File: src/rtl/fswid_pkg.sv
// Package with opcodes, bit positions, default id bytes, register offsets and timing counts for the flash status/id link.
package fswid_pkg;
  localparam logic [7:0] FSWID_OP_WRITE_ENABLE  = 8'h06;
  localparam logic [7:0] FSWID_OP_STATUS_WRITE  = 8'h01;
  localparam logic [7:0] FSWID_OP_STATUS2_WRITE = 8'h31;
  localparam logic [7:0] FSWID_OP_ID_READ       = 8'h9f;
  localparam logic [7:0] FSWID_OP_SOFT_RESET    = 8'hf0;
  localparam int         FSWID_LOCK_POS         = 7;
  localparam int         FSWID_GP_HI            = 5;
  localparam int         FSWID_GP_LO            = 2;
  localparam int         FSWID_ALLOW_POS        = 4;
  localparam logic [3:0] FSWID_GP_PROTECT       = 4'hf;
  localparam logic [3:0] FSWID_GP_UNPROTECT     = 4'h0;
  localparam logic [7:0] FSWID_EXT_LEN          = 8'h00;
  localparam int         FSWID_ID_BYTES         = 4;
  // Identity bytes below are arbitrary neutral values.
  localparam logic [7:0] FSWID_MFR_DEFAULT      = 8'ha5;
  localparam logic [7:0] FSWID_DEV1_DEFAULT     = 8'h5a;
  localparam logic [7:0] FSWID_DEV2_DEFAULT     = 8'h3c;
  localparam int         FSWID_CLK_NS           = 8;
  localparam int         FSWID_SCK_HALF_NS      = 40;
  localparam int         FSWID_SCK_HALF_CYC     = (FSWID_SCK_HALF_NS + FSWID_CLK_NS - 1) / FSWID_CLK_NS;
  // Host register offsets.
  localparam logic [3:0] FSWID_REG_CMD          = 4'h0;
  localparam logic [3:0] FSWID_REG_DATA         = 4'h1;
  localparam logic [3:0] FSWID_REG_CTRL         = 4'h2;
  localparam logic [3:0] FSWID_REG_STATUS       = 4'h3;
  localparam logic [3:0] FSWID_REG_RDATA        = 4'h4;
  localparam int         FSWID_CTRL_GO          = 0;
  localparam int         FSWID_CTRL_SENDDATA    = 1;
  localparam int         FSWID_CTRL_RDLEN_LO    = 4;
endpackage

File: src/rtl/fswid_link_if.sv
// Interface joining the flash device end and the host controller end over the serial link.
`timescale 1ns/1ps
interface fswid_link_if;
  logic cs_n;   // Chip select, active low.
  logic sck;    // Serial clock from host.
  logic si;     // Serial data host to device.
  logic so_o;   // Serial data device to host.
  logic so_oe;  // Device drives so while high.
  logic guard_n; // Write guard pin, active low.
  wire  so = so_oe ? so_o : 1'b1;
  modport device (input cs_n, input sck, input si, input guard_n, output so_o, output so_oe);
  modport host   (output cs_n, output sck, output si, output guard_n, input so, input so_oe);
endinterface

File: src/rtl/fswid_device.sv
// Flash device end: status-write, status-byte-2 write and identification read over the serial link.
//
// The address-and-strobe port and the placing of the registers were decided locally.
`timescale 1ns/1ps
module fswid_device
  import fswid_pkg::*;
#(
  parameter logic [7:0] MFR_ID  = FSWID_MFR_DEFAULT,  // Arbitrary value.
  parameter logic [7:0] DEV1_ID = FSWID_DEV1_DEFAULT, // Arbitrary value.
  parameter logic [7:0] DEV2_ID = FSWID_DEV2_DEFAULT  // Arbitrary value.
) (
  input  wire logic clock,             // System clock.
  input  wire logic reset,             // Synchronous reset, active high.
  fswid_link_if.device link,           // Serial link.
  output logic      sector_lock_bit,   // Sector lock state.
  output logic      write_latch_bit,   // Write latch state.
  output logic      soft_reset_allow_bit, // Soft reset enable state.
  output logic      global_protect,    // Pulse: global protect performed.
  output logic      global_unprotect,  // Pulse: global unprotect performed.
  output logic      soft_reset_done    // Pulse: reset command honoured.
);
  typedef enum logic [1:0] {FSWID_IDLE, FSWID_DATA, FSWID_IDOUT, FSWID_IGNORE} fswid_state_type;

  logic [3:0] sync_lvl;
  logic [3:0] sync_rise;
  logic [3:0] sync_fall;
  fswid_state_type state_q, state_d;
  logic [7:0] shift_q;
  logic [2:0] bitcnt_q;
  logic [7:0] op_q;
  logic       have_data_q;
  logic [7:0] data_q;
  logic [1:0] idx_q;
  logic       id_done_q;
  logic       so_q;
  logic       so_oe_q;
  logic       lock_q, latch_q, allow_q;
  logic       gp_q, gu_q, srst_q;

  // Pins from the host's domain, serial data included, are synchronised before any use.
  // Active-low pins are inverted first so that the stages reset to the idle level of
  // each pin; otherwise reset release would look like a deselect edge.
  fswid_sync #(.W(4)) u_sync (
    .clock    (clock),
    .reset    (reset),
    .async_in ({~link.cs_n, link.sck, ~link.guard_n, link.si}),
    .sync_out (sync_lvl),
    .rise     (sync_rise),
    .fall     (sync_fall)
  );

  wire cs_act     = sync_lvl[3];
  wire cs_end     = sync_fall[3];
  wire sck_rise   = sync_rise[2] & cs_act;
  wire sck_fall   = sync_fall[2] & cs_act;
  wire guard_on   = sync_lvl[1];
  wire [7:0] byte_in = {shift_q[6:0], sync_lvl[0]};
  wire byte_done  = sck_rise & (bitcnt_q == 3'h7);
  wire on_bound   = (bitcnt_q == 3'h0);

  // Id byte table selection.
  wire [7:0] id_byte = (idx_q == 2'h0) ? MFR_ID :
                       (idx_q == 2'h1) ? DEV1_ID :
                       (idx_q == 2'h2) ? DEV2_ID : FSWID_EXT_LEN;

  wire [3:0] gp_code   = data_q[FSWID_GP_HI:FSWID_GP_LO];
  wire       do_gp     = (gp_code == FSWID_GP_PROTECT) & ~lock_q;
  wire       do_gu     = (gp_code == FSWID_GP_UNPROTECT) & ~lock_q;
  wire       guard_blk = guard_on & lock_q & ~data_q[FSWID_LOCK_POS];
  wire       is_sw1    = (op_q == FSWID_OP_STATUS_WRITE);
  wire       is_sw2    = (op_q == FSWID_OP_STATUS2_WRITE);

  // Frame state: opcode byte, then data or id output, else ignore.
  always_comb begin
    state_d = state_q;
    case (state_q)
      FSWID_IDLE: begin
        if (byte_done && (byte_in == FSWID_OP_ID_READ)) begin
          state_d = FSWID_IDOUT;
        end else if (byte_done && latch_q &&
                     (byte_in == FSWID_OP_STATUS_WRITE || byte_in == FSWID_OP_STATUS2_WRITE)) begin
          state_d = FSWID_DATA;
        end else if (byte_done) begin
          state_d = FSWID_IGNORE;
        end
      end
      FSWID_DATA:   if (byte_done) state_d = FSWID_IGNORE;
      FSWID_IDOUT:  state_d = FSWID_IDOUT;
      FSWID_IGNORE: state_d = FSWID_IGNORE;
      default:      state_d = FSWID_IDLE;
    endcase
    if (cs_end || !cs_act) begin
      state_d = FSWID_IDLE;
    end
  end

  always_ff @(posedge clock) begin
    if (reset || !cs_act) begin
      shift_q  <= 8'h00;
      bitcnt_q <= 3'h0;
    end else if (sck_rise) begin
      shift_q  <= byte_in;
      bitcnt_q <= bitcnt_q + 3'h1;
    end
  end

  // Latch opcode and the single data byte of the frame.
  always_ff @(posedge clock) begin
    if (reset || cs_end) begin
      op_q        <= 8'h00;
      have_data_q <= 1'b0;
      data_q      <= 8'h00;
    end else begin
      if (state_q == FSWID_IDLE && byte_done) op_q <= byte_in;
      if (state_q == FSWID_DATA && byte_done) begin
        data_q      <= byte_in;
        have_data_q <= 1'b1;
      end
    end
  end

  // State register.
  always_ff @(posedge clock) begin
    if (reset) state_q <= FSWID_IDLE;
    else       state_q <= state_d;
  end

  // id bytes shift out on falling sck after opcode; output goes out after byte 4 or deselect.
  always_ff @(posedge clock) begin
    if (reset || !cs_act || cs_end) begin
      idx_q     <= 2'h0;
      id_done_q <= 1'b0;
      so_q      <= 1'b0;
      so_oe_q   <= 1'b0;
    end else if (state_q == FSWID_IDOUT && sck_fall && !id_done_q) begin
      so_q    <= id_byte[~bitcnt_q];
      so_oe_q <= 1'b1;
    end else if (state_q == FSWID_IDOUT && byte_done) begin
      if (idx_q == 2'(FSWID_ID_BYTES - 1)) begin
        id_done_q <= 1'b1;
        so_oe_q   <= 1'b0;
      end
      idx_q <= idx_q + 2'h1;
    end
  end

  // Status bits update only on deselect, which closes every frame.
  always_ff @(posedge clock) begin
    if (reset) begin
      lock_q  <= 1'b0;
      latch_q <= 1'b0;
      allow_q <= 1'b0;
      gp_q    <= 1'b0;
      gu_q    <= 1'b0;
      srst_q  <= 1'b0;
    end else begin
      gp_q   <= 1'b0;
      gu_q   <= 1'b0;
      srst_q <= 1'b0;
      if (cs_end && on_bound && op_q == FSWID_OP_WRITE_ENABLE) begin
        latch_q <= 1'b1;
      end
      if (cs_end && on_bound && op_q == FSWID_OP_SOFT_RESET && allow_q) begin
        srst_q  <= 1'b1;
        latch_q <= 1'b0;
        lock_q  <= 1'b0;
      end
      if (cs_end && latch_q && is_sw1) begin
        latch_q <= 1'b0;
        if (have_data_q && !guard_blk) begin
          lock_q <= data_q[FSWID_LOCK_POS]; // lock bit
          gp_q   <= do_gp;
          gu_q   <= do_gu;
        end
      end
      if (cs_end && latch_q && is_sw2) begin
        latch_q <= 1'b0;
        if (have_data_q && on_bound) begin
          allow_q <= data_q[FSWID_ALLOW_POS]; // bit 4 only
        end
      end
    end
  end

  assign link.so_o            = so_q;
  assign link.so_oe           = so_oe_q;
  assign sector_lock_bit      = lock_q;
  assign write_latch_bit      = latch_q;
  assign soft_reset_allow_bit = allow_q;
  assign global_protect      = gp_q;
  assign global_unprotect    = gu_q;
  assign soft_reset_done     = srst_q;
endmodule

File: src/rtl/fswid_sync.sv
// Two-flop synchroniser with edge detection on the synchronised level.
`timescale 1ns/1ps
module fswid_sync #(
  parameter int W = 1
) (
  input  wire logic         clock,  // System clock.
  input  wire logic         reset,  // Synchronous reset.
  input  wire logic [W-1:0] async_in, // Level from another domain.
  output logic      [W-1:0] sync_out, // Synchronised level.
  output logic      [W-1:0] rise,   // One-cycle rising pulse.
  output logic      [W-1:0] fall    // One-cycle falling pulse.
);
  logic [W-1:0] meta_q;
  logic [W-1:0] sync_q;
  logic [W-1:0] last_q;

  // Second and third stages only look at registered data.
  always_ff @(posedge clock) begin
    if (reset) begin
      meta_q <= '0;
      sync_q <= '0;
      last_q <= '0;
    end else begin
      meta_q <= async_in;
      sync_q <= meta_q;
      last_q <= sync_q;
    end
  end

  assign sync_out = sync_q;
  assign rise     = sync_q & ~last_q;
  assign fall     = ~sync_q & last_q;
endmodule

File: src/flat_wrapper.sv
// flat-port wrapper written by rule: the top's interface ports become plain ports
module fswid_device_flat import fswid_pkg::*;
#(
  parameter logic [7:0] MFR_ID  = FSWID_MFR_DEFAULT,                     
  parameter logic [7:0] DEV1_ID = FSWID_DEV1_DEFAULT,                    
  parameter logic [7:0] DEV2_ID = FSWID_DEV2_DEFAULT                     
)
  (clock, reset, sector_lock_bit, write_latch_bit, soft_reset_allow_bit, global_protect, global_unprotect, soft_reset_done, link_cs_n, link_sck, link_si, link_guard_n, link_so_o, link_so_oe);
  fswid_link_if link_i ();
  input  wire logic clock;
  input  wire logic reset;
  output logic sector_lock_bit;
  output logic write_latch_bit;
  output logic soft_reset_allow_bit;
  output logic global_protect;
  output logic global_unprotect;
  output logic soft_reset_done;
  input wire logic [$bits(link_i.cs_n)-1:0] link_cs_n;
  input wire logic [$bits(link_i.sck)-1:0] link_sck;
  input wire logic [$bits(link_i.si)-1:0] link_si;
  input wire logic [$bits(link_i.guard_n)-1:0] link_guard_n;
  output wire logic [$bits(link_i.so_o)-1:0] link_so_o;
  output wire logic [$bits(link_i.so_oe)-1:0] link_so_oe;
  assign link_i.cs_n = link_cs_n;
  assign link_i.sck = link_sck;
  assign link_i.si = link_si;
  assign link_i.guard_n = link_guard_n;
  assign link_so_o = link_i.so_o;
  assign link_so_oe = link_i.so_oe;
  fswid_device #(.MFR_ID(MFR_ID), .DEV1_ID(DEV1_ID), .DEV2_ID(DEV2_ID)) u_core (.clock(clock), .reset(reset), .link(link_i), .sector_lock_bit(sector_lock_bit), .write_latch_bit(write_latch_bit), .soft_reset_allow_bit(soft_reset_allow_bit), .global_protect(global_protect), .global_unprotect(global_unprotect), .soft_reset_done(soft_reset_done));
endmodule
File: config.mk
export PLATFORM = sky130hd
export DESIGN_NAME = fswid_device_flat
export DESIGN_NICKNAME = d
export VERILOG_FILES = /design/src/rtl/fswid_pkg.sv /design/src/rtl/fswid_link_if.sv /design/src/rtl/fswid_device.sv /design/src/rtl/fswid_sync.sv /design/src/flat_wrapper.sv
export SDC_FILE = /design/constraint.sdc
export NUM_CORES = 1
export LEC_CHECK = 0
export BUFFER_PORTS_ARGS = -buffer_cell sky130_fd_sc_hd__buf_2
export CAP_MARGIN = 25
export CORE_MARGIN = 5
export CORE_UTILIZATION = 50
export CTS_BUF_LIST = sky130_fd_sc_hd__clkbuf_16
export CTS_CLUSTER_DIAMETER = 50
export DETAILED_ROUTE_END_ITERATION = 10
export GPL_TIMING_DRIVEN = 0
export HOLD_SLACK_MARGIN = 0.02
export PLACE_DENSITY_LB_ADDON = 0.25
export SYNTH_ARGS = -nofsm -noshare
export SYNTH_HDL_FRONTEND = slang
export SYNTH_SLANG_ARGS = --single-unit
File: constraint.sdc
create_clock -name clock -period 4.7 [get_ports clock]
set_clock_uncertainty 0.1 [all_clocks]
set_input_delay 1.41 -clock clock [delete_from_list [all_inputs] [get_ports clock]]
set_output_delay 1.41 -clock clock [all_outputs]
set_load 0.02 [all_outputs]
## Word level (Yosys, flattened, before mapping)

Index checks and enable logic that the tools add are counted.

- Register bits: 52
- Output and inout bits: 8
- Word-level logic and storage cells: 110

- $add $sub $neg: 2
- Magnitude comparators: 1
- Eq/ne operators: 15
- Mux-type cells: 16
- Bitwise logic cells: 19
- Reduce and logical (&&, ||, !) cells: 38

Operators with widths:

| cell | count |
|---|---|
| $logic_and A1 B1 Y1 | 17 |
| $eq A8 B1 Y1 const B | 2 |
| $eq A8 B6 Y1 const B | 2 |
| $eq A8 B8 Y1 const B | 2 |
| $mux W8 | 2 |
| $eq A2 B2 Y1 const B | 4 |
| $eq A8 B3 Y1 const B | 1 |
| $mux W1 | 8 |
| $pmux W2 S4 | 1 |
| $and A1 B1 Y1 | 7 |
| $not A1 Y1 | 7 |
| $mux W2 | 3 |
| $mux W6 | 1 |
| $not A3 Y3 | 2 |
| $reduce_and A2 Y1 | 3 |
| $logic_or A1 B1 Y1 | 5 |
| $and A4 B4 Y4 | 1 |
| $eq A2 B1 Y1 const B | 2 |
| $eq A4 B4 Y1 const B | 1 |
| $logic_not A2 Y1 | 2 |
| $logic_not A4 Y1 | 1 |
| $lt A3 B4 Y1 const B | 1 |
| $not A4 Y4 | 1 |
| $reduce_bool A2 Y1 | 2 |
| 11 further kinds | 13 |

## Longest topological paths before layout

Gate-level depths: netlist (run 1).

- Word-level depth: 9
- Depth in mapped cells: 7

## By module

A second synthesis (run 1) with hierarchy kept.

- Cells, all modules: 215
- Area total of the unflattened synthesis: 2103.3 µm²

Modules (own cells, without submodules):

| module | times used | cells an instance | area each (µm²) | sequential area each (µm²) |
|---|---|---|---|---|
| fswid_device | 1 | 182 | 1686.6 | 740.7 |
| fswid_sync | 1 | 33 | 416.6 | 240.2 |

## Worst setup path after synthesis (run 1)

Ideal clock, no wire load.

- Kind: input -> register
- Start point: in reset
- End point: reg u_core.data_q[2]
- Arrival: 1.875 ns
- Required time: 4.472 ns
- Slack: 2.598 ns
- Cell stages on the path: 3
- Path buffers: 1
- Path through: a21o_1 buf_1 nor2_1

- Word-level cells in the longest chain between the ends: 1

RTL lines:

| element | line | text |
|---|---|---|
| start, declared | flat_wrapper.sv:11 | `input wire logic reset;` |
| $logic_or A1 B1 Y1 | fswid_device.sv:109 | `if (reset \|\| cs_end) begin` |
| end signal, assigned | fswid_device.sv:116 | `data_q <= byte_in;` |
| end, declared | fswid_device.sv:32 | `logic [7:0] data_q;` |

No other way between the ends.
A chain may end at the register's enable or synchronous reset.

## Final worst setup path (run 1)

- Start point: reg u_core.latch_q (netlist: u_core.write_latch_bit)
- End point: out write_latch_bit

RTL lines:

| element | line | text |
|---|---|---|
| start, declared | fswid_device.sv:37 | `logic lock_q, latch_q, allow_q;` |
| start signal, assigned | fswid_device.sv:151 | `latch_q <= 1'b0;` |
| start signal, assigned | fswid_device.sv:161 | `latch_q <= 1'b1;` |
| start signal, assigned | fswid_device.sv:165 | `latch_q <= 1'b0;` |
| end, declared | flat_wrapper.sv:13 | `output logic write_latch_bit;` |

No word-level cell between the ends.

==> results of run 1 <==
==> metrics by stage <==
stage                     hold slack [ps]  utilization [%]
after floorplan                       314                -
final                                 337             60.1
after global routing                  362             60.1
after CTS                             341             60.1
after detailed placement              327             55.7
after global placement                317             55.7
==> area by class of cell <==
cell class	count	area, um^2	share of cell area (%)
multi-input combinational	139	950	42.5
timing repair buffer	13	65.1	2.91
buffer	7	27.5	1.23
sequential	47	941	42.1
clock inverter	3	38.8	1.74
tap	48	60.1	2.69
inverter	7	26.3	1.18
clock buffer	5	125	5.60
==> registers in the layout (all words and copies together) (netlist names) <==
signal and cells:
u_core.global_unprotect 1, u_core.data_q 5, u_core.u_sync.sync_out 4, u_core.link.so_oe 1, u_core.sector_lock_bit 1, u_core.write_latch_bit 1, u_core.state_q 2, u_core.soft_reset_done 1
u_core.global_protect 1, u_core.u_sync.last_q 2, u_core.have_data_q 1, u_core.shift_q 7, u_core.op_q 8, u_core.link.so_o 1, u_core.bitcnt_q 3, u_core.soft_reset_allow_bit 1
u_core.idx_q 2, u_core.u_sync.meta_q 4, u_core.id_done_q 1
==> layout by cell type, fill, tap and decap left out, types with 4 or more instances in the layout <==
cell type   n
a21oi_1    10
buf_2      14
clkbuf_1    5
clkbuf_16   5
dfxtp_1    47
ha_1        7
inv_1       6
mux2i_1    16
nand2_1    16
nand2b_1    5
nand4_1     6
nor2_1     26
nor2b_1    12
o221a_2     4
==> power groups by stage <==
stage	logic (uW)	registers (uW)	clock network, uW
5_1_grt	19.4	404	412
3_3_place_gp	16.5	413	0
3_5_place_dp	16.8	413	0
6_report	16.7	404	385
2_1_floorplan	11.2	412	0
4_1_cts	16.9	404	392
==> metal layers <==
| layer | up-vias | GRT usage, % | routed length [um] |
|---|---|---|---|
| li1 | 739 | - | - |
| met1 | 699 | 21.5 | 1770 |
| met2 | 27 | 24.6 | 1770 |
| met3 | 7 | 3.74 | 137 |
| met5 | - | 0 | 0 |
| met4 | 0 | 5.64 | 52 |
==> worst reg2reg max path, cell delays in order (launching register included) <==
cell and delay, ps:
dfxtp_1 420, ha_1 180, ha_1 190, nand2_2 130, nor4_4 650, mux2i_1 280
nor2_1 50
==> logic make-up (layout without fill, tap and decap cells) <==
group | after synthesis | count (layout) | synth area share [%]
AND/OR/NAND/NOR | 88 | 88 | 25.7
flip-flops | 47 | 47 | 48.4
AO/OA/AOI/OAI | 25 | 25 | 9.01
multiplexers | 16 | 16 | 8.24
buffers and inverters | 14 | 35 | 2.77
adder cells (fa/ha/maj) | 7 | 7 | 4.50
XOR/XNOR | 3 | 3 | 1.35
==> worst min-delay path by stage <==
| stage | endpoint | cells after the start | startpoint | slack [ps] |
|---|---|---|---|---|
| 6_report | u_core.u_sync.sync_out[0] | 1 | u_core.u_sync.meta_q[0] | 340 |
| 5_1_grt | u_core.u_sync.sync_out[2] | 1 | u_core.u_sync.meta_q[2] | 360 |
| 4_1_cts | u_core.u_sync.sync_out[0] | 1 | u_core.u_sync.meta_q[0] | 340 |
| 3_5_place_dp | u_core.u_sync.sync_out[0] | 1 | u_core.u_sync.meta_q[0] | 330 |
| 3_3_place_gp | u_core.u_sync.sync_out[2] | 1 | u_core.u_sync.meta_q[2] | 320 |
| 2_1_floorplan | u_core.u_sync.sync_out[0] | 1 | u_core.u_sync.meta_q[0] | 310 |
==> results by group, run 1 <==
Status
  • Outcome: finished clean

Critical path
  • Worst reg2reg path depth: 6
  • Critical register-to-register path startpoint: u_core.bitcnt_q[0]
  • Critical path depth: 1
  • CP Data Required Time: 3190 ps
  • Crit path launch: u_core.write_latch_bit
  • Arrival time of the worst setup path: 820 ps
  • Worst-path cell chain: buf_2
  • Setup slack, reg-to-reg: 2580 ps
  • Worst Setup Start Kind: flop
  • Buf/Inv on CP: 1
  • Max incr delay on CP: 360 ps
  • CP delay by family, top: flip-flops
  • Crit path to: write_latch_bit
  • RR Endpoint: u_core.op_q[2]
  • CP endpoint kind: output pin
  • Slowest cell on crit path: dfxtp_1
  • Worst setup path class: flop to output pin
  • CP Max Fanout: 4

Power
  • Switching Share: 18.6%
  • Switching pwr: approximately 150 uW
  • Internal Power: 656 uW
  • Peak VDD IR: 0.259 mV
  • Pwr per Cell Area: 361 nW/um^2
  • Flop pwr share: roughly half
  • Final Total Pwr: just over 800 uW
  • Clk network pwr share: 47.8%
  • LEAKAGE: 0.000817 uW
  • Comb power frac: 2.1%

Clock network
  • Root Buffer: clkbuf_16
  • Setup bufs post-CTS: 0
  • Post-CTS Resized: 0
  • Max clock buf depth: 2
  • CTS Sinks: 47
  • CTS tree: done
  • Total CTS buffers: 5
  • Hold buffers post-CTS: 0
  • H-Tree Depth: 2
  • Worst skew pair latency: 280 ps
  • Reg clk slew, reported paths: approximately 60 ps

Synthesis
  • Synth top area share: 48.4%
  • #FFs+latches synth: 47
  • Seq/Total Area, Yosys: 48.4%
  • Main synth FF type: dfxtp_1
  • Count leader, synth: dfxtp_1
  • Mean Syn Cell Area: just under 10 um^2
  • Mapped Area: 1940 um^2
  • Distinct cells, synth: 40
  • Largest area contributor in the netlist: dfxtp_1
  • Post-synth EDFFs: 0
  • Top post-synthesis cells by area: dfxtp_1 (48%), mux2i_1 (8.2%), nor2_1 (5.0%)
  • Synth warn: 0
  • Ys async rst share: 0%
  • Mapped Nets: 213
  • Cells after Synth: 200
  • Synth top cells by count: dfxtp_1 (47), nor2_1 (26), mux2i_1 (16), nand2_1 (16), nor2b_1 (12)

Timing
  • Hold Fails Final Rpt: 0
  • Setup WS post-layout: ~2400 ps
  • Final Setup Violations: 0
  • Period minus WS final: approximately 2300 ps
  • Max Slew Vio Count: 0
  • Period utilization: between 40% and 50%
  • Slew HR: between 50% and 60%
  • Fmax achieved: 0.429 GHz
  • RSZ-0062 raised after global routing: no
  • Setup_tns: 0 ps
  • Worst-margin pin slew: 735 ps

GRT
  • Largest net degree at the start of global routing: 15
  • Grt total ovfl: 0
  • Vias in the first global route: 1369
  • Initial antenna violation count: 0
  • Gr usage total: 15.9%
  • First-pass GRT wire length: 6.47 mm

Layout
  • Fillers: around 330
  • Share of cells above drive strength 1: 13.6%
  • Final Cell Area: 2230 um^2
  • N_diodes: 0
  • Syn-to-layout area delta: 14.9%
  • Fin cells: between 200 and 300
  • Final nets: 233

Run
  • Max-capacitance violation count: 0

Routing
  • WL final: 3.73 mm
  • Residual DRC: 0
  • Number of DRC markers in iteration 0: approximately 90
  • Drt first pass iters: 4
  • Vias per Instance: 5.47
  • Vias: approximately 1500
  • Detail Route Antenna Nets: 0
  • Avg WL per Cell: 13.9 um

Placement
  • GPL Wtd Cong: 0.854
  • Placed cells: 261
  • Dpl cell area: 2070 um^2
  • Port Buf Inserts: 13
  • Dpl ws: 2230 ps
  • Hpwl dp: 2.72 mm

Floorplanning
  • Num ports: 14
  • Die height: 72.4 um
  • Initial Util: 52.3%
  • Die area: 5240 um^2
  • Core area: 3720 um^2
  • Die X: around 72 um
  • Rows: 22

Min path
  • Hold Path Class: flop to flop
No activity file was read; power rests on OpenSTA's default activity.
==> run 2, diff against run 1 <==
- clock period: 4.7 -> 1.9 ns (I/O delays scaled with it)
==> results by group, run 2 (synthesized netlist as in run 1, its figures left out) <==
Layout
  • Fin cells: 271 (+0.74%)
  • Fillers: 331 (-0.90%)
  • Most frequent cells in the layout: dfxtp_1 (46), nor2_1 (26), nand2_1 (16), mux2i_1 (16), buf_2 (14)
  • Final nets: 235 (+0.86%)
  • N_diodes: 0 (unchanged)
  • Top reg by flops: u_core.op_q
  • Syn-to-layout area delta: 16.6%
  • Share of cells above drive strength 1: 15.2% (+1.7 points)
  • Most common library cell in the layout ignoring fill and taps: dfxtp_1
  • Max FFs per register: 8 (unchanged)
  • Largest regs: u_core.op_q x8, u_core.shift_q x7, u_core.data_q x5

Placement
  • GPL Wtd Cong: 0.854 (unchanged)
  • Placed cells: 261 (unchanged)
  • Dpl ws: -207 ps (-2430 ps)
  • Hpwl dp: 2.72 mm (unchanged)
  • Port Buf Inserts: 13 (unchanged)

GRT
  • First-pass GRT wire length: 6.49 mm (+0.32%)
  • Grt total ovfl: 0 (unchanged)
  • Initial antenna violation count: 0 (unchanged)
  • Gr usage total: 15.9% (+0.058 points)
  • Vias in the first global route: 1380 (+0.80%)
  • Largest net degree at the start of global routing: 15 (unchanged)

Timing
  • Period minus WS final: 1810 ps
  • Final Setup Violations: 0 (unchanged)
  • Max Slew Vio Count: 0 (unchanged)
  • Hold Fails Final Rpt: 0 (unchanged)
  • Slew HR: 65.5% (+15 points)
  • Fmax achieved: 0.551 GHz
  • Worst-margin pin slew: 512 ps (-223 ps)
  • RSZ-0062 raised after global routing: yes
  • Setup WS post-layout: 85.5 ps (-2280 ps)
  • Period utilization: 95.5%
  • Setup_tns: 0 ps (unchanged)

Min path
  • Hold depth: 2 (+1)
  • Worst Hold End: u_core.u_sync.meta_q[3]
  • Hold Path Class: input port to flop
  • Hold_sp: link_cs_n

Routing
  • Vias: 1491 (+1.3%)
  • Detail Route Antenna Nets: 0 (unchanged)
  • Residual DRC: 0 (unchanged)
  • Metal2 WL: 1.77 mm (+0.17%)
  • Avg WL per Cell: 13.9 um (+0.22%)
  • WL met1: 1.79 mm (+1.4%)
  • Vias per Instance: 5.50 (+0.54%)
  • Drt first pass iters: 4 (unchanged)
  • Top Metal Used: met4
  • Number of DRC markers in iteration 0: 126 (+42%)
  • Wire length on met3: 160 um (+17%)
  • WL final: 3.76 mm (+0.97%)

Clock network
  • H-Tree Depth: 2 (unchanged)
  • Total CTS buffers: 5 (unchanged)
  • Hold buffers post-CTS: 0 (unchanged)
  • Root Buffer: clkbuf_16
  • CTS tree: done
  • CTS Sinks: 47 (unchanged)
  • Worst skew pair latency: 280 ps (about the same)
  • Reg clk slew, reported paths: 60 ps (about the same)
  • Max clock buf depth: 2 (unchanged)

Critical path
  • Worst reg2reg path depth: 6 (unchanged)
  • Buf/Inv on CP: 1 (unchanged)
  • Worst Setup Start Kind: flop
  • CP delay by family, top: flip-flops
  • Max incr delay on CP: 520 ps (+160 ps)
  • Critical register-to-register path startpoint: u_core.bitcnt_q[2]
  • Arrival time of the worst setup path: 1870 ps (+1050 ps)
  • Critical path depth: 6 (+5)
  • CP endpoint kind: flop
  • CP Max Fanout: 8 (+4)
  • RR Endpoint: u_core.data_q[2]
  • Setup slack, reg-to-reg: 90 ps (-2490 ps)
  • Slowest cell on crit path: dfxtp_1
  • CP Data Required Time: 1960 ps (-1230 ps)
  • Worst-path cell chain: ha_1 -> nand2_2 -> nor4b_4 -> buf_4 -> mux2i_1 -> nor2_1
  • Worst setup path class: flop to flop

Power
  • Peak VDD IR: 0.641 mV (+150%)
  • LEAKAGE: 0.000833 uW (+2.1%)
  • Final Total Pwr: 1990 uW (+150%)
  • Pwr per Cell Area: 879 nW/um^2 (+140%)

Floorplanning
  • Rows: 22 (unchanged)
  • Core area: 3720 um^2 (unchanged)
  • Die area: 5240 um^2 (unchanged)
  • Initial Util: 52.3% (unchanged)
  • Die height: 72.4 um (unchanged)
  • Num ports: 14 (unchanged)
  • Die X: 72.4 um (unchanged)

Run
  • Max-capacitance violation count: 0 (unchanged)

Status
  • Outcome: finished clean
-- run 2: changes by cell type in the layout (fill, tap and decap cells not counted) --
cell / previous run / this run
nor3b_2: 0 / 1
buf_12: 0 / 1
buf_4: 0 / 1
nor3b_1: 3 / 2
dfxtp_2: 0 / 1
dfxtp_1: 47 / 46
-- run 2: per-layer routing --
metal | up-vias | GRT usage, %
met1 | 700 | 21.6
met3 | 6 | 3.74
met5 | - | 0
li1 | 748 | -
met2 | 37 | 24.7
met4 | 0 | 5.64
-- run 2: worst register-to-register path, cell delays in order, from the launching register on --
cell and delay [ps]:
dfxtp_1 520, ha_1 270, nand2_2 130, nor4b_4 220, buf_4 210, mux2i_1 190, nor2_1 50
-- run 2: how the worst max path moves through the flow --
stage,slack [ps],from,to
finish,90,u_core.bitcnt_q[2],u_core.data_q[2]
detailed placement,-210,u_core.bitcnt_q[0],u_core.op_q[2]
floorplan,60,u_core.bitcnt_q[0],u_core.op_q[0]
global placement,-170,u_core.bitcnt_q[0],u_core.op_q[5]
CTS,3,u_core.bitcnt_q[1],u_core.sector_lock_bit
global route,-30,u_core.bitcnt_q[1],u_core.sector_lock_bit
-- run 2: cell type report --
| type | count | area (um^2) | area share [%] |
|---|---|---|---|
| Clock inverter | 3 | 38.8 | 1.71 |
| Buffer | 7 | 27.5 | 1.21 |
| Tap cell | 48 | 60.1 | 2.65 |
| Multi-Input combinational cell | 139 | 955 | 42.1 |
| Timing Repair Buffer | 15 | 92.6 | 4.08 |
| Inverter | 7 | 26.3 | 1.16 |
| Sequential cell | 47 | 942 | 41.6 |
| Clock buffer | 5 | 125 | 5.52 |
-- run 2: where the power goes --
part | internal (uW) | switching, uW | total [uW]
registers | 995 | 4.61 | 999
clock network | 613 | 340 | 953
logic | 15.0 | 26.5 | 41.5
total | 1620 | 371 | 1990
-- run 2: metrics by stage --
step / cell area (um^2) / hold WS (ps) / util (%)
6_report: 2270 / 332 / 61.0
4_1_cts: 2260 / 328 / 60.8
2_1_floorplan: 1940 / 314 / -
5_1_grt: 2270 / 347 / 61.0
3_3_place_gp: 2070 / 317 / 55.7
3_5_place_dp: 2070 / 327 / 55.7
-- run 2: repair_timing --
| item | 4_1_cts | 5_1_grt |
|---|---|---|
| setup buffers | 2 | 0 |
| endpoints found under the setup margin | 13 | 7 |
| gates cloned | 0 | 0 |
| pin swaps | 2 | 0 |
| resized for setup | 0 | 2 |
==> run 3, diff against run 2 <==
- ABC_AREA: unset -> 1
==> results by group, run 3 <==
Timing
  • RSZ-0062 raised after global routing: no
  • Max Slew Vio Count: 0 (unchanged)
  • Fmax achieved: 0.603 GHz (+9.3%)
  • Period minus WS final: 1660 ps (-155 ps)
  • Setup_tns: 0 ps (unchanged)
  • Slew HR: 70.5% (+5.0 points)
  • Worst-margin pin slew: 442 ps (-70.0 ps)
  • Final Setup Violations: 0 (unchanged)
  • Hold Fails Final Rpt: 0 (unchanged)
  • Period utilization: 87.3% (-8.2 points)
  • Hold slack: 301 ps (-30.2 ps)

Synthesis
  • Synth top area share: 46.5% (-1.9 points)
  • Mapped Nets: 288 (+35%)
  • #FFs+latches synth: 47 (unchanged)
  • Mapped Area: 2020 um^2 (+4.0%)
  • Mean Syn Cell Area: 7.35 um^2 (-24%)
  • Count leader, synth: nor2_1
  • Synth warn: 0 (unchanged)
  • Top post-synthesis cells by area: dfxtp_1 (47%), nor2_1 (13%), nand2_1 (6.9%)
  • Ys async rst share: 0% (unchanged)
  • Distinct cells, synth: 27 (-33%)
  • Cells after Synth: 275 (+38%)
  • Main synth FF type: dfxtp_1
  • Post-synth EDFFs: 0 (unchanged)
  • Largest area contributor in the netlist: dfxtp_1
  • Seq/Total Area, Yosys: 46.5% (-1.9 points)
  • Synth top cells by count: nor2_1 (68), dfxtp_1 (47), nand2_1 (37), inv_1 (33), a21oi_1 (17)

Clock network
  • Max clock buf depth: 2 (unchanged)
  • Total CTS buffers: 5 (unchanged)
  • CTS tree: done
  • Worst skew pair latency: 280 ps (about the same)
  • CTS Sinks: 47 (unchanged)
  • Reg clk slew, reported paths: 60 ps (about the same)
  • H-Tree Depth: 2 (unchanged)
  • Root Buffer: clkbuf_16
  • Hold buffers post-CTS: 0 (unchanged)
  • Setup bufs post-CTS: 0 (-2)
  • Post-CTS Resized: 0 (unchanged)

Power
  • Flop pwr share: 49.8% (-0.3 points)
  • Clk network pwr share: 47.9% (about the same)
  • Comb power frac: 2.4% (+0.3 points)
  • Final Total Pwr: 2010 uW (+1.0%)
  • Internal Power: 1630 uW (+0.19%)
  • Switching Share: 19.3% (+0.66 points)
  • Peak VDD IR: 0.846 mV (+32%)
  • Switching pwr: 388 uW (+4.6%)
  • Pwr per Cell Area: 870 nW/um^2 (-1.0%)
  • LEAKAGE: 0.000929 uW (+11%)

Critical path
  • Worst Setup Start Kind: flop
  • CP delay by family, top: simple AND/OR/NAND/NOR gates
  • CP endpoint kind: flop
  • Max incr delay on CP: 410 ps (-110 ps)
  • Worst setup path class: flop to flop
  • CP Data Required Time: 2020 ps (+60 ps)
  • Slowest cell on crit path: dfxtp_1
  • CP Max Fanout: 9 (+1)
  • Arrival time of the worst setup path: 1780 ps (-90 ps)
  • Worst-path cell chain: ha_1 -> ha_1 -> inv_1 -> nor2_2 -> nand3_4 -> clkinv_2 -> nor2_1 -> nor2_1
  • Buf/Inv on CP: 2 (+1)

Routing
  • Avg WL per Cell: 11.4 um (-18%)
  • Residual DRC: 0 (unchanged)
  • Drt first pass iters: 4 (unchanged)
  • Number of DRC markers in iteration 0: 81 (-36%)
  • WL final: 3.93 mm (+4.6%)
  • Detail Route Antenna Nets: 0 (unchanged)
  • Vias per Instance: 4.92 (-11%)
  • Vias: 1703 (+14%)

Floorplanning
  • Initial Util: 50.9% (-1.4 points)
  • Core area: 3970 um^2 (+6.9%)
  • Die X: 73.6 um (+1.7%)
  • Num ports: 14 (unchanged)
  • Die height: 73.6 um (+1.7%)
  • Die area: 5420 um^2 (+3.4%)
  • Rows: 23 (+4.5%)

Layout
  • Fillers: 387 (+17%)
  • Share of cells above drive strength 1: 11.8% (-3.4 points)
  • Most frequent cells in the layout: nor2_1 (68), dfxtp_1 (47), nand2_1 (37)
  • Fin cells: 346 (+28%)
  • Top reg by flops: u_core.op_q
  • Final nets: 308 (+31%)
  • Syn-to-layout area delta: 14.4%
  • Largest regs: u_core.op_q x8, u_core.shift_q x7, u_core.data_q x5
  • Reg area: 941 um^2 (-0.13%)
  • N_diodes: 0 (unchanged)
  • Most common library cell in the layout ignoring fill and taps: nor2_1
  • Multi-input gate area: 927 um^2 (-2.9%)
  • Max FFs per register: 8 (unchanged)

Placement
  • GPL Wtd Cong: 0.827 (-3.2%)
  • Hpwl dp: 2.95 mm (+8.2%)
  • Placed cells: 338 (+30%)
  • Port Buf Inserts: 13 (unchanged)

GRT
  • Largest net degree at the start of global routing: 15 (unchanged)
  • Initial antenna violation count: 0 (unchanged)
  • Gr usage total: 16.5% (+0.57 points)
  • First-pass GRT wire length: 6.79 mm (+4.7%)
  • Vias in the first global route: 1589 (+15%)
  • Grt total ovfl: 0 (unchanged)

Run
  • Max-capacitance violation count: 0 (unchanged)

Min path
  • Hold Path Class: flop to flop

Status
  • Outcome: finished clean
==> run 3: per-layer routing <==
metal  vias to the layer above  wire length [um]  GRT usage [%]
li1                        913                 -              -
met4                         0                63           6.84
met1                       760              1800           19.5
met2                        24              1880           27.3
met3                         6               186           5.47
met5                         -                 0              0
==> run 3: power by group through the flow <==
| stage | clock network, uW | logic, uW | registers [uW] |
|---|---|---|---|
| after detailed placement | 0 | 48.3 | 1020 |
| after global routing | 1020 | 56.9 | 1000 |
| after global placement | 0 | 47.4 | 1020 |
| after floorplan | 0 | 34.1 | 1020 |
| after CTS | 991 | 48.6 | 1000 |
| final | 964 | 47.8 | 1000 |
==> run 3: worst reg2reg max path, cell delays in order (launching register included) <==
cell	delay, ps
dfxtp_1	410
ha_1	190
ha_1	140
inv_1	80
nor2_2	230
nand3_4	160
clkinv_2	140
nor2_1	60
nor2_1	90
==> run 3: area by class of cell <==
| type | instances | share of cell area [%] |
|---|---|---|
| Sequential cell | 47 | 40.7 |
| Buffer | 4 | 0.757 |
| Multi-Input combinational cell | 188 | 40.1 |
| Clock inverter | 3 | 1.68 |
| Tap cell | 50 | 2.70 |
| Inverter | 36 | 5.90 |
| Timing Repair Buffer | 13 | 2.81 |
| Clock buffer | 5 | 5.41 |
==> run 3: through the flow <==
step / setup WS [ps] / cell area [um^2] / util [%]
after global placement: 282 / 2150 / 54.1
after detailed placement: 254 / 2150 / 54.1
final: 241 / 2310 / 58.3
after CTS: 230 / 2310 / 58.3
after floorplan: 473 / 2020 / -
after global routing: 42.1 / 2310 / 58.3
==> run 3: worst paths after layout <==
check	from	endpoint	slack, ps	cells past startpoint
worst max-delay path	u_core.bitcnt_q[0]	u_core.op_q[7]	240	8
worst min-delay path	u_core.u_sync.meta_q[0]	u_core.u_sync.sync_out[0]	300	2
worst max register to register	u_core.bitcnt_q[0]	u_core.op_q[7]	240	8
worst min register to register	u_core.u_sync.meta_q[0]	u_core.u_sync.sync_out[0]	300	2
==> run 3: cell families (layout without fill, tap and decap cells) <==
logic type	after synthesis	count (layout)	share of synthesized area, %
AO/OA/AOI/OAI	42	42	10.8
adder cells (fa/ha/maj)	7	7	4.33
buffers and inverters	40	61	7.61
flip-flops	47	47	46.5
AND/OR/NAND/NOR	139	139	30.7
